--- src/core/pwmgc_pkg.sv ---
// pwmgc_pkg: shared constants and types of the pwm generator control slice.
// assumes a 32-bit axi4-lite register bus with byte addresses below 0x20.
package pwmgc_pkg;

    localparam int unsigned ADDR_W = 8;

    // register byte offsets
    localparam logic [7:0] OFF_CONTROL     = 8'h00;
    localparam logic [7:0] OFF_DUTY        = 8'h04;
    localparam logic [7:0] OFF_PHASE       = 8'h08;
    localparam logic [7:0] OFF_MASTER_DUTY = 8'h0C;
    localparam logic [7:0] OFF_PRIMARY_PER = 8'h10;
    localparam logic [7:0] OFF_IRQ_STATUS  = 8'h14;
    localparam logic [7:0] OFF_IRQ_MASK    = 8'h18;
    localparam logic [7:0] OFF_ACTIVE_DUTY = 8'h1C;

    // control register field positions
    localparam int unsigned BIT_CL_PENDING  = 14;
    localparam int unsigned BIT_TRG_PENDING = 13;
    localparam int unsigned BIT_CL_IRQ_EN   = 11;
    localparam int unsigned BIT_TRG_IRQ_EN  = 10;
    localparam int unsigned BIT_INDEP       = 9;
    localparam int unsigned BIT_SHARED      = 8;
    localparam int unsigned BIT_DT_LO       = 6;
    localparam int unsigned BIT_EXT_RST     = 1;
    localparam int unsigned BIT_IMMEDIATE   = 0;

    // status / mask bit positions
    localparam int unsigned ST_CL  = 0;
    localparam int unsigned ST_TRG = 1;

    // reset values
    localparam logic [15:0] RST_DUTY        = 16'h0000;
    localparam logic [15:0] RST_PHASE       = 16'h0000;
    localparam logic [15:0] RST_MASTER_DUTY = 16'h0000;
    localparam logic [15:0] RST_PRIMARY_PER = 16'hFFFF;
    localparam logic [1:0]  RST_IRQ_MASK    = 2'h3;

    // dead-time mode encodings
    localparam logic [1:0] DT_POSITIVE = 2'h0;
    localparam logic [1:0] DT_NEGATIVE = 2'h1;
    localparam logic [1:0] DT_DISABLED = 2'h2;

    // timing
    localparam int unsigned CLK_MHZ     = 250;
    localparam int unsigned DEAD_TIME_NS = 20;
    localparam logic [7:0]  DEAD_CYCLES =
        8'((DEAD_TIME_NS * CLK_MHZ + 999) / 1000);

    localparam logic [1:0] RESP_OKAY   = 2'h0;
    localparam logic [1:0] RESP_SLVERR = 2'h2;

    typedef struct packed {
        logic       clIrqEn;
        logic       trigIrqEn;
        logic       indep;
        logic       sharedDuty;
        logic [1:0] deadTimeMode;
        logic       extResetEn;
        logic       immediate;
    } pwmgc_ctrl_t;

    localparam pwmgc_ctrl_t RST_CTRL = '0;

endpackage : pwmgc_pkg

--- src/core/pwmgc_timebase.sv ---
// pwmgc_timebase: period counter with synchronous clear and boundary pulse.
// assumes period and clear are synchronous to clk.
`timescale 1ns/10ps
`default_nettype none
module pwmgc_timebase
    import pwmgc_pkg::*;
(
    input  wire logic        clk,
    input  wire logic        rst,
    input  wire logic [15:0] period,
    input  wire logic        clear,
    output var  logic [15:0] count,
    output var  logic        boundary
);
    logic        wrap;
    logic [16:0] countInc;

    assign countInc = {1'b0, count} + 17'h0_0001;
    // a shrinking period must not strand the counter above it
    assign wrap     = countInc >= {1'b0, period};

    always_ff @(posedge clk or posedge rst) begin
        if (rst) begin
            count    <= 16'h0000;
            boundary <= 1'b0;
        end else begin
            if (clear || wrap) begin
                count <= 16'h0000;
            end else begin
                count <= countInc[15:0];
            end
            boundary <= clear || wrap;
        end
    end

endmodule : pwmgc_timebase
`default_nettype wire

--- src/core/pwmgc_deadtime.sv ---
// pwmgc_deadtime: complementary output pair with dead-time insertion.
// assumes pwmIn is a registered level, mode stays put over a dead-time gap.
`timescale 1ns/10ps
`default_nettype none
module pwmgc_deadtime
    import pwmgc_pkg::*;
(
    input  wire logic       clk,
    input  wire logic       rst,
    input  wire logic       pwmIn,
    input  wire logic [1:0] mode,
    output var  logic       outHigh,
    output var  logic       outLow
);
    logic       prevIn_r;
    logic [7:0] gap_r;
    logic [7:0] gap_nxt;

    always_comb begin
        if (prevIn_r != pwmIn) begin
            gap_nxt = DEAD_CYCLES;
        end else if (gap_r != 8'h00) begin
            gap_nxt = gap_r - 8'h01;
        end else begin
            gap_nxt = 8'h00;
        end
    end

    always_ff @(posedge clk or posedge rst) begin
        if (rst) begin
            prevIn_r <= 1'b0;
            gap_r    <= 8'h00;
            outHigh  <= 1'b0;
            outLow   <= 1'b0;
        end else begin
            prevIn_r <= pwmIn;
            gap_r    <= gap_nxt;
            if (gap_nxt != 8'h00 && mode == DT_POSITIVE) begin // RQ7
                outHigh <= 1'b0;
                outLow  <= 1'b0;
            end else if (gap_nxt != 8'h00 && mode == DT_NEGATIVE) begin // RQ7
                outHigh <= 1'b1;
                outLow  <= 1'b1;
            end else begin
                // disabled and the reserved code both pass straight through
                outHigh <= pwmIn;
                outLow  <= ~pwmIn;
            end
        end
    end
endmodule : pwmgc_deadtime
`default_nettype wire

--- src/core/pwmgc_top.sv ---
// pwmgc_top: control slice of one pwm generator with axi4-lite registers.
// assumes currentLimit and triggerEvent are synchronous to clk; triggerEvent
// is a one-cycle pulse, currentLimit a comparator level.
//
// Overview of operation
// [RQ1] The current-limit enable lets a limit event set its pending bit; cleared it holds it clear.
// [RQ2] With the trigger enable set, every trigger event raises an interrupt request; here irq rises only while mask bit ST_TRG is set.
// [RQ3] With the trigger enable clear, triggers raise nothing and the trigger pending bit is cleared.
// [RQ4] With independent period select set, the counter period comes from the phase register.
// [RQ5] With independent period select clear, the shared primary period times the counter.
// [RQ6] Shared duty select picks the master duty register, otherwise the local duty register.
// [RQ7] Dead-time mode 00 gives positive, 01 negative, 10 no dead time; 11 is reserved.
// [RQ8] External reset enable in independent mode lets current limit clear the counter.
// [RQ9] External reset enable clear keeps the current-limit input off the counter.
// [RQ10] Immediate update makes a new duty value active on the next clock.
// [RQ11] Without immediate update the duty value goes active only at the period boundary.
// [RQ12] The local duty register is 16 bits, read/write, reset to zero.
// [RQ13] Software keeps duty values between 0x0008 and 0xFFEF inclusive.
// [RQ14] Control bits 5 to 2 ignore writes and read as zero.
// [RQ15] A shared 16-bit master duty register feeds any generator selecting it.
// [RQ16] The pwm level is active while the count is below the active duty value.
//
// Chosen here: the register addresses and the AXI4-Lite register port.
`timescale 1ns/10ps
`default_nettype none
module pwmgc_top
    import pwmgc_pkg::*;
(
    input  wire logic              clk,
    input  wire logic              rst,
    input  wire logic [ADDR_W-1:0] s_axi_awaddr,
    input  wire logic [2:0]        s_axi_awprot,
    input  wire logic              s_axi_awvalid,
    output var  logic              s_axi_awready,
    input  wire logic [31:0]       s_axi_wdata,
    input  wire logic [3:0]        s_axi_wstrb,
    input  wire logic              s_axi_wvalid,
    output var  logic              s_axi_wready,
    output var  logic [1:0]        s_axi_bresp,
    output var  logic              s_axi_bvalid,
    input  wire logic              s_axi_bready,
    input  wire logic [ADDR_W-1:0] s_axi_araddr,
    input  wire logic [2:0]        s_axi_arprot,
    input  wire logic              s_axi_arvalid,
    output var  logic              s_axi_arready,
    output var  logic [31:0]       s_axi_rdata,
    output var  logic [1:0]        s_axi_rresp,
    output var  logic              s_axi_rvalid,
    input  wire logic              s_axi_rready,
    input  wire logic              currentLimit,
    input  wire logic              triggerEvent,
    output var  logic              pwmHigh,
    output var  logic              pwmLow,
    output var  logic              irq
);
    pwmgc_ctrl_t        ctrl_r;
    logic [15:0]        duty_r;
    logic [15:0]        phase_r;
    logic [15:0]        masterDuty_r;
    logic [15:0]        primaryPer_r;
    logic [1:0]         status_r;
    logic [1:0]         status_nxt;
    logic [1:0]         mask_r;
    logic [15:0]        activeDuty_r;
    logic [15:0]        activeDuty_nxt;
    logic               pwmRaw_r;
    logic               limitPrev_r;
    logic               irq_r;

    logic               awHeld_r;
    logic               wHeld_r;
    logic [ADDR_W-1:0]  awAddr_r;
    logic [31:0]        wData_r;
    logic [3:0]         wStrb_r;
    logic               writeGo;

    logic [15:0]        periodSel;
    logic [15:0]        dutySel;
    logic               tbClear;
    logic [15:0]        tbCount;
    logic               tbBoundary;
    logic               limitRise;
    logic [1:0]         events;
    logic [1:0]         enables;

    function automatic logic [15:0] merge16(input logic [15:0] old,
                                            input logic [31:0] data,
                                            input logic [3:0]  strb);
        logic [15:0] res;
        res = old;
        if (strb[0]) res[7:0] = data[7:0];
        if (strb[1]) res[15:8] = data[15:8];
        return res;
    endfunction : merge16

    function automatic logic hits(input logic [ADDR_W-1:0] addr,
                                  input logic [7:0]        off);
        return addr[ADDR_W-1:2] == off[7:2];
    endfunction : hits

    function automatic logic isMapped(input logic [ADDR_W-1:0] addr);
        return addr[ADDR_W-1:2] <= OFF_ACTIVE_DUTY[7:2];
    endfunction : isMapped

    // control image: unimplemented bits read zero, pending bits mirror the status register
    function automatic logic [15:0] ctrlImage(input pwmgc_ctrl_t c,
                                              input logic [1:0]  st);
        logic [15:0] img;
        img = 16'h0000;
        img[BIT_CL_PENDING]  = st[ST_CL];
        img[BIT_TRG_PENDING] = st[ST_TRG];
        img[BIT_CL_IRQ_EN]   = c.clIrqEn;
        img[BIT_TRG_IRQ_EN]  = c.trigIrqEn;
        img[BIT_INDEP]       = c.indep;
        img[BIT_SHARED]      = c.sharedDuty;
        img[BIT_DT_LO+1]     = c.deadTimeMode[1];
        img[BIT_DT_LO]       = c.deadTimeMode[0];
        img[BIT_EXT_RST]     = c.extResetEn;
        img[BIT_IMMEDIATE]   = c.immediate;
        return img;
    endfunction : ctrlImage

    function automatic logic [15:0] readMux(input logic [ADDR_W-1:0] addr);
        logic [15:0] v;
        v = 16'h0000;
        if (hits(addr, OFF_CONTROL))     v = ctrlImage(ctrl_r, status_r); // RQ14
        if (hits(addr, OFF_DUTY))        v = duty_r;
        if (hits(addr, OFF_PHASE))       v = phase_r;
        if (hits(addr, OFF_MASTER_DUTY)) v = masterDuty_r;
        if (hits(addr, OFF_PRIMARY_PER)) v = primaryPer_r;
        if (hits(addr, OFF_IRQ_STATUS))  v = {14'h0000, status_r};
        if (hits(addr, OFF_IRQ_MASK))    v = {14'h0000, mask_r};
        if (hits(addr, OFF_ACTIVE_DUTY)) v = activeDuty_r;
        return v;
    endfunction : readMux

    // write channel: address and data are held separately, then committed
    assign writeGo = awHeld_r && wHeld_r && !s_axi_bvalid;

    always_ff @(posedge clk or posedge rst) begin
        if (rst) begin
            awHeld_r      <= 1'b0;
            wHeld_r       <= 1'b0;
            awAddr_r      <= '0;
            wData_r       <= 32'h0000_0000;
            wStrb_r       <= 4'h0;
            s_axi_awready <= 1'b0;
            s_axi_wready  <= 1'b0;
            s_axi_bvalid  <= 1'b0;
            s_axi_bresp   <= RESP_OKAY;
        end else begin
            if (s_axi_awvalid && s_axi_awready) begin
                awHeld_r      <= 1'b1;
                awAddr_r      <= s_axi_awaddr;
                s_axi_awready <= 1'b0;
            end else if (writeGo) begin
                awHeld_r <= 1'b0;
            end else if (!awHeld_r) begin
                s_axi_awready <= 1'b1;
            end
            if (s_axi_wvalid && s_axi_wready) begin
                wHeld_r      <= 1'b1;
                wData_r      <= s_axi_wdata;
                wStrb_r      <= s_axi_wstrb;
                s_axi_wready <= 1'b0;
            end else if (writeGo) begin
                wHeld_r <= 1'b0;
            end else if (!wHeld_r) begin
                s_axi_wready <= 1'b1;
            end
            if (writeGo) begin
                s_axi_bvalid <= 1'b1;
                s_axi_bresp  <= isMapped(awAddr_r) ? RESP_OKAY : RESP_SLVERR;
            end else if (s_axi_bready) begin
                s_axi_bvalid <= 1'b0;
            end
        end
    end

    // read channel: one-cycle latency from address acceptance
    always_ff @(posedge clk or posedge rst) begin
        if (rst) begin
            s_axi_arready <= 1'b0;
            s_axi_rvalid  <= 1'b0;
            s_axi_rdata   <= 32'h0000_0000;
            s_axi_rresp   <= RESP_OKAY;
        end else begin
            if (s_axi_arvalid && s_axi_arready) begin
                s_axi_arready <= 1'b0;
                s_axi_rvalid  <= 1'b1;
                s_axi_rdata   <= {16'h0000, readMux(s_axi_araddr)};
                s_axi_rresp   <= isMapped(s_axi_araddr) ? RESP_OKAY : RESP_SLVERR;
            end else if (s_axi_rvalid && s_axi_rready) begin
                s_axi_rvalid  <= 1'b0;
                s_axi_arready <= 1'b1;
            end else if (!s_axi_rvalid) begin
                s_axi_arready <= 1'b1;
            end
        end
    end

    // software-written registers
    always_ff @(posedge clk or posedge rst) begin
        if (rst) begin
            ctrl_r       <= RST_CTRL;
            duty_r       <= RST_DUTY;
            phase_r      <= RST_PHASE;
            masterDuty_r <= RST_MASTER_DUTY;
            primaryPer_r <= RST_PRIMARY_PER;
            mask_r       <= RST_IRQ_MASK;
        end else if (writeGo) begin
            if (hits(awAddr_r, OFF_CONTROL)) begin
                // bits 5..2 and the pending mirrors are not stored
                if (wStrb_r[1]) begin
                    ctrl_r.clIrqEn    <= wData_r[BIT_CL_IRQ_EN];
                    ctrl_r.trigIrqEn  <= wData_r[BIT_TRG_IRQ_EN];
                    ctrl_r.indep      <= wData_r[BIT_INDEP];
                    ctrl_r.sharedDuty <= wData_r[BIT_SHARED];
                end
                if (wStrb_r[0]) begin
                    ctrl_r.deadTimeMode <= wData_r[BIT_DT_LO+1:BIT_DT_LO];
                    ctrl_r.extResetEn   <= wData_r[BIT_EXT_RST];
                    ctrl_r.immediate    <= wData_r[BIT_IMMEDIATE];
                end
            end
            if (hits(awAddr_r, OFF_DUTY)) begin
                duty_r <= merge16(duty_r, wData_r, wStrb_r); // RQ12
            end
            if (hits(awAddr_r, OFF_PHASE)) begin
                phase_r <= merge16(phase_r, wData_r, wStrb_r);
            end
            if (hits(awAddr_r, OFF_MASTER_DUTY)) begin
                masterDuty_r <= merge16(masterDuty_r, wData_r, wStrb_r); // RQ15
            end
            if (hits(awAddr_r, OFF_PRIMARY_PER)) begin
                primaryPer_r <= merge16(primaryPer_r, wData_r, wStrb_r);
            end
            if (hits(awAddr_r, OFF_IRQ_MASK) && wStrb_r[0]) begin
                mask_r <= wData_r[1:0];
            end
        end
    end

    // pending status: set beats a write-one clear, disable forces clear
    assign limitRise = currentLimit && !limitPrev_r;
    assign events    = {triggerEvent, limitRise};
    assign enables   = {ctrl_r.trigIrqEn, ctrl_r.clIrqEn};

    always_comb begin
        status_nxt = status_r;
        if (writeGo && hits(awAddr_r, OFF_IRQ_STATUS) && wStrb_r[0]) begin
            status_nxt = status_r & ~wData_r[1:0];
        end
        status_nxt = (status_nxt | (events & enables)) & enables; // RQ1 RQ2 RQ3
    end

    always_ff @(posedge clk or posedge rst) begin
        if (rst) begin
            status_r    <= 2'h0;
            limitPrev_r <= 1'b0;
            irq_r       <= 1'b0;
        end else begin
            status_r    <= status_nxt;
            limitPrev_r <= currentLimit;
            irq_r       <= |(status_nxt & mask_r);
        end
    end

    assign irq = irq_r;

    // time base and duty selection
    assign periodSel = ctrl_r.indep ? phase_r : primaryPer_r; // RQ4 RQ5
    assign tbClear   = ctrl_r.extResetEn && ctrl_r.indep && currentLimit; // RQ8 RQ9
    assign dutySel   = ctrl_r.sharedDuty ? masterDuty_r : duty_r; // RQ6

    pwmgc_timebase u_timebase (
        .clk      (clk),
        .rst      (rst),
        .period   (periodSel),
        .clear    (tbClear),
        .count    (tbCount),
        .boundary (tbBoundary)
    );

    always_comb begin
        if (ctrl_r.immediate || tbBoundary) begin // RQ10 RQ11
            activeDuty_nxt = dutySel;
        end else begin
            activeDuty_nxt = activeDuty_r;
        end
    end

    always_ff @(posedge clk or posedge rst) begin
        if (rst) begin
            activeDuty_r <= RST_DUTY;
            pwmRaw_r     <= 1'b0;
        end else begin
            activeDuty_r <= activeDuty_nxt;
            pwmRaw_r     <= tbCount < activeDuty_r; // RQ16
        end
    end

    pwmgc_deadtime u_deadtime (
        .clk     (clk),
        .rst     (rst),
        .pwmIn   (pwmRaw_r),
        .mode    (ctrl_r.deadTimeMode), // RQ7
        .outHigh (pwmHigh),
        .outLow  (pwmLow)
    );
endmodule : pwmgc_top
`default_nettype wire

--- config.mk ---
export PLATFORM = sky130hd
export DESIGN_NAME = pwmgc_top
export DESIGN_NICKNAME = d
export VERILOG_FILES = /design/src/core/pwmgc_pkg.sv /design/src/core/pwmgc_timebase.sv /design/src/core/pwmgc_deadtime.sv /design/src/core/pwmgc_top.sv
export SDC_FILE = /design/constraint.sdc
export NUM_CORES = 1
export LEC_CHECK = 0
export CORE_ASPECT_RATIO = 0.75
export CORE_MARGIN = 2
export CORE_UTILIZATION = 64
export DETAILED_ROUTE_END_ITERATION = 10
export DONT_BUFFER_PORTS = 1
export PLACE_DENSITY = 0.86
export SYNTH_ARGS = -nofsm -noshare
export SYNTH_HDL_FRONTEND = slang
export SYNTH_HIERARCHICAL = 1
export SYNTH_SLANG_ARGS = --single-unit
export TNS_END_PERCENT = 1
--- constraint.sdc ---
create_clock -name clk -period 5.5 [get_ports clk]
set_input_delay 0.55 -clock clk [delete_from_list [all_inputs] [get_ports clk]]
set_output_delay 0.55 -clock clk [all_outputs]
set_load 0.01 [all_outputs]
==> qor.yml <==
yosys:
  synth_area_leaders: "dfrtp_1, mux2_2, dfstp_2"
  netlist.area_leader.share_pct: 42.1
  mappedNetlistArea_um2: 9160
  synth_enable_flop_cells: 0
  ys_types: 73
  synth_area_per_cell_um2: 11.9
  synth_flop_cell: "dfrtp_1"
  yosysTopAreaCell: "dfrtp_1"
  netlist_instances: 768
  yosys_warnings: 6
  synth-seq-cells: 172
  seq_area_frac_synth_pct: 47.2
  async_reset_ff_share_pct: 100
clock_tree:
  cts_buffers: 17
  clk_latency_ns: 0.43
  clk_pin_slew_worst_paths_ns: 0.06
  cts_resized: 0
  clock-sinks: 172
  post_cts_buffers: 0
  cts_buffer_depth: 2
  htreeDepth: 4
  cts_tree: "done"
  postCtsHoldBufs: 0
  cts_root_buf: "clkbuf_16"
routing:
  ant_nets: 0
  drt-initial-drc-count: 411
  routed_wl_um: 21400
  dr.pass1.iters: 5
  viasPerCell: 6.51
  via_count: 6157
  routedWlPerCell_um: 22.6
  drc: 0
sta:
  period_needed_ns: 3.27
  setup_viol: 0
  max_freq_mhz: 306
  maxSlewViolCount: 0
  hold_violations: 0
  worst_slack_ns: 2.23
  hold_ws_ns: 0.00431
  setup-tns-final_ns: 0
  clock-skew-final_ns: 0.00771
  fin_crit_sh_pct: 59.5
  maxSlewHeadroom_pct: 8.53
  worst_pin_slew_ns: 1.37
  rsz0062_at_grt: "no"
global_routing:
  grt_max_degree: 83
  grt_pass1_vias: 6362
  grt-ovfl-total: 0
  grt_pass1_wl_um: 34200
  grt_use_total_pct: 29.9
  antenna_found_initial: 0
placement:
  place_inst: 914
  dpl_worst_slack_ns: 2.31
  dp_hpwl_um: 14900
  gp_congestion: 0.989
  portBuffers: 0
setup_path:
  path_max_fanout: 17
  cp.required_ns: 5.81
  path_class: "reg -> reg"
  arrival_ns: 3.58
  startpoint_type: "flip-flop"
  end_kind: "flip-flop"
power_and_ir_drop:
  leakagePower_nw: 4.50
  ir_worst_vdd_mv: 0.386
  cellPowerDensity_nw_per_um2: 512
worst_hold_path:
  min_path_type: "in -> async"
finish:
  antenna_cells: 0
  nNetsFinal: 859
  area_growth_pct: 6.41
  drive_above_1_share_pct: 29.8
  fin_util_pct: 70.4
  layout_commonest_cell: "dfrtp_1"
  layout.cells.non_filler: 946
  nFillCells: 968
  layout_common_cells: "dfrtp_1, mux2_2, inv_1, a21oi_1, nor2_1"
die:
  die_h_um: 108
  die_w_um: 142
  io_pins: 111
  num_rows: 37
  start_util_pct: 66.2
  die_area_um2: 15300
  core_area_um2: 13800
outcome:
  status: "finished, final reports clean"
flow_run:
  maxCapViolations: 0
[synthesized netlist by cell type (6+ instances only)]
| cell type | count |
|---|---|
| buf_4 | 19 |
| nor3b_2 | 11 |
| a311oi_1 | 7 |
| nand2b_1 | 11 |
| buf_2 | 10 |
| nor2b_1 | 7 |
| dfrtp_1 | 154 |
| xnor2_1 | 11 |
| nand3_1 | 11 |
| buf_6 | 6 |
| xor2_1 | 9 |
| a22oi_1 | 7 |
| dfstp_2 | 18 |
| nand2_1 | 32 |
| mux2i_1 | 21 |
| o21ai_0 | 14 |
| ha_1 | 34 |
| a221oi_1 | 12 |
| clkbuf_1 | 14 |
| nor3_1 | 12 |
| a211oi_2 | 8 |
| nor2_1 | 37 |
| inv_1 | 43 |
| o31ai_1 | 8 |
| mux2_2 | 121 |
| o41ai_1 | 6 |
| and3_1 | 14 |
| a21oi_1 | 41 |
[path summary, 6_finish.rpt]
check                                          from                  end  slack [ns]  cells after the start
worst max-delay path            u_timebase/count[0]  u_timebase/boundary        2.23                     11
worst min-delay path                            rst  u_deadtime/gap_r[0]       0.004                      1
worst max register to register  u_timebase/count[0]  u_timebase/boundary        2.23                     11
worst min register to register             pwmRaw_r  u_deadtime/prevIn_r        0.44                      0
max in group asynchronous                       rst          phase_r[14]        4.12                      2
min in group clk                       currentLimit          limitPrev_r        0.14                      0
[logic make-up after synthesis]
| family | Yosys count | synth area share [%] |
|---|---|---|
| simple gates | 174 | 12.5 |
| xor+xnor | 21 | 2.09 |
| compound gates | 125 | 10.0 |
| fa+ha+maj | 34 | 4.64 |
| buf+inv | 94 | 5.26 |
| other cells | 1 | 0.0409 |
| mux | 147 | 18.2 |
| flops | 172 | 47.2 |
[critical path: stages (launching register included)]
cell and delay, ns:
dfrtp_1 0.46, ha_1 0.29, nand2_1 0.17, nor3_4 0.29
nand3_1 0.13, xnor2_1 0.19, ha_1 0.27, a21o_1 0.18
a211o_1 0.30, a31oi_2 0.23, nand3_4 0.31, or2_1 0.32
[layout make-up]
class	instances	area [um2]	share of cell area (%)
Clock inverter	13	143	1.46
Tap cell	175	219	2.25
Multi-Input combinational cell	519	4410	45.3
Sequential cell	172	4330	44.4
Clock buffer	19	443	4.54
Timing Repair Buffer	4	30.0	0.308
Inverter	44	170	1.75
[state kept, by name (all words and copies together), names as in the netlist, 2 cells and up]
signal            cells
ctrl_r                8
phase_r              16
u_deadtime/gap_r      8
awAddr_r              6
wData_r              16
masterDuty_r         16
mask_r                2
u_timebase/count     16
s_axi_rdata          16
status_r              2
activeDuty_r         16
primaryPer_r         16
duty_r               16
wStrb_r               2
[where the power goes]
part | switching [mW] | internal, mW
Clock | 0.511 | 0.684
Combinational | 0.917 | 0.721
Sequential | 0.463 | 1.69
Total | 1.89 | 3.10
[layer usage]
metal / vias to the layer above / track usage [%] / wire length, um
met2: 256 / 46.6 / 9850
met4: 0 / 12.3 / 527
li1: 2732 / - / -
met1: 3123 / 39.7 / 9380
met3: 46 / 8.36 / 1610
met5: - / 0 / 0
[stage by stage]
step	total power [mW]	area (um2)
6_report	4.99	9750
5_1_grt	5.26	9750
4_1_cts	4.98	9750
3_5_place_dp	3.78	9160
3_3_place_gp	3.65	9160
2_1_floorplan	3.40	9220
(Power assumes the default switching activity.)
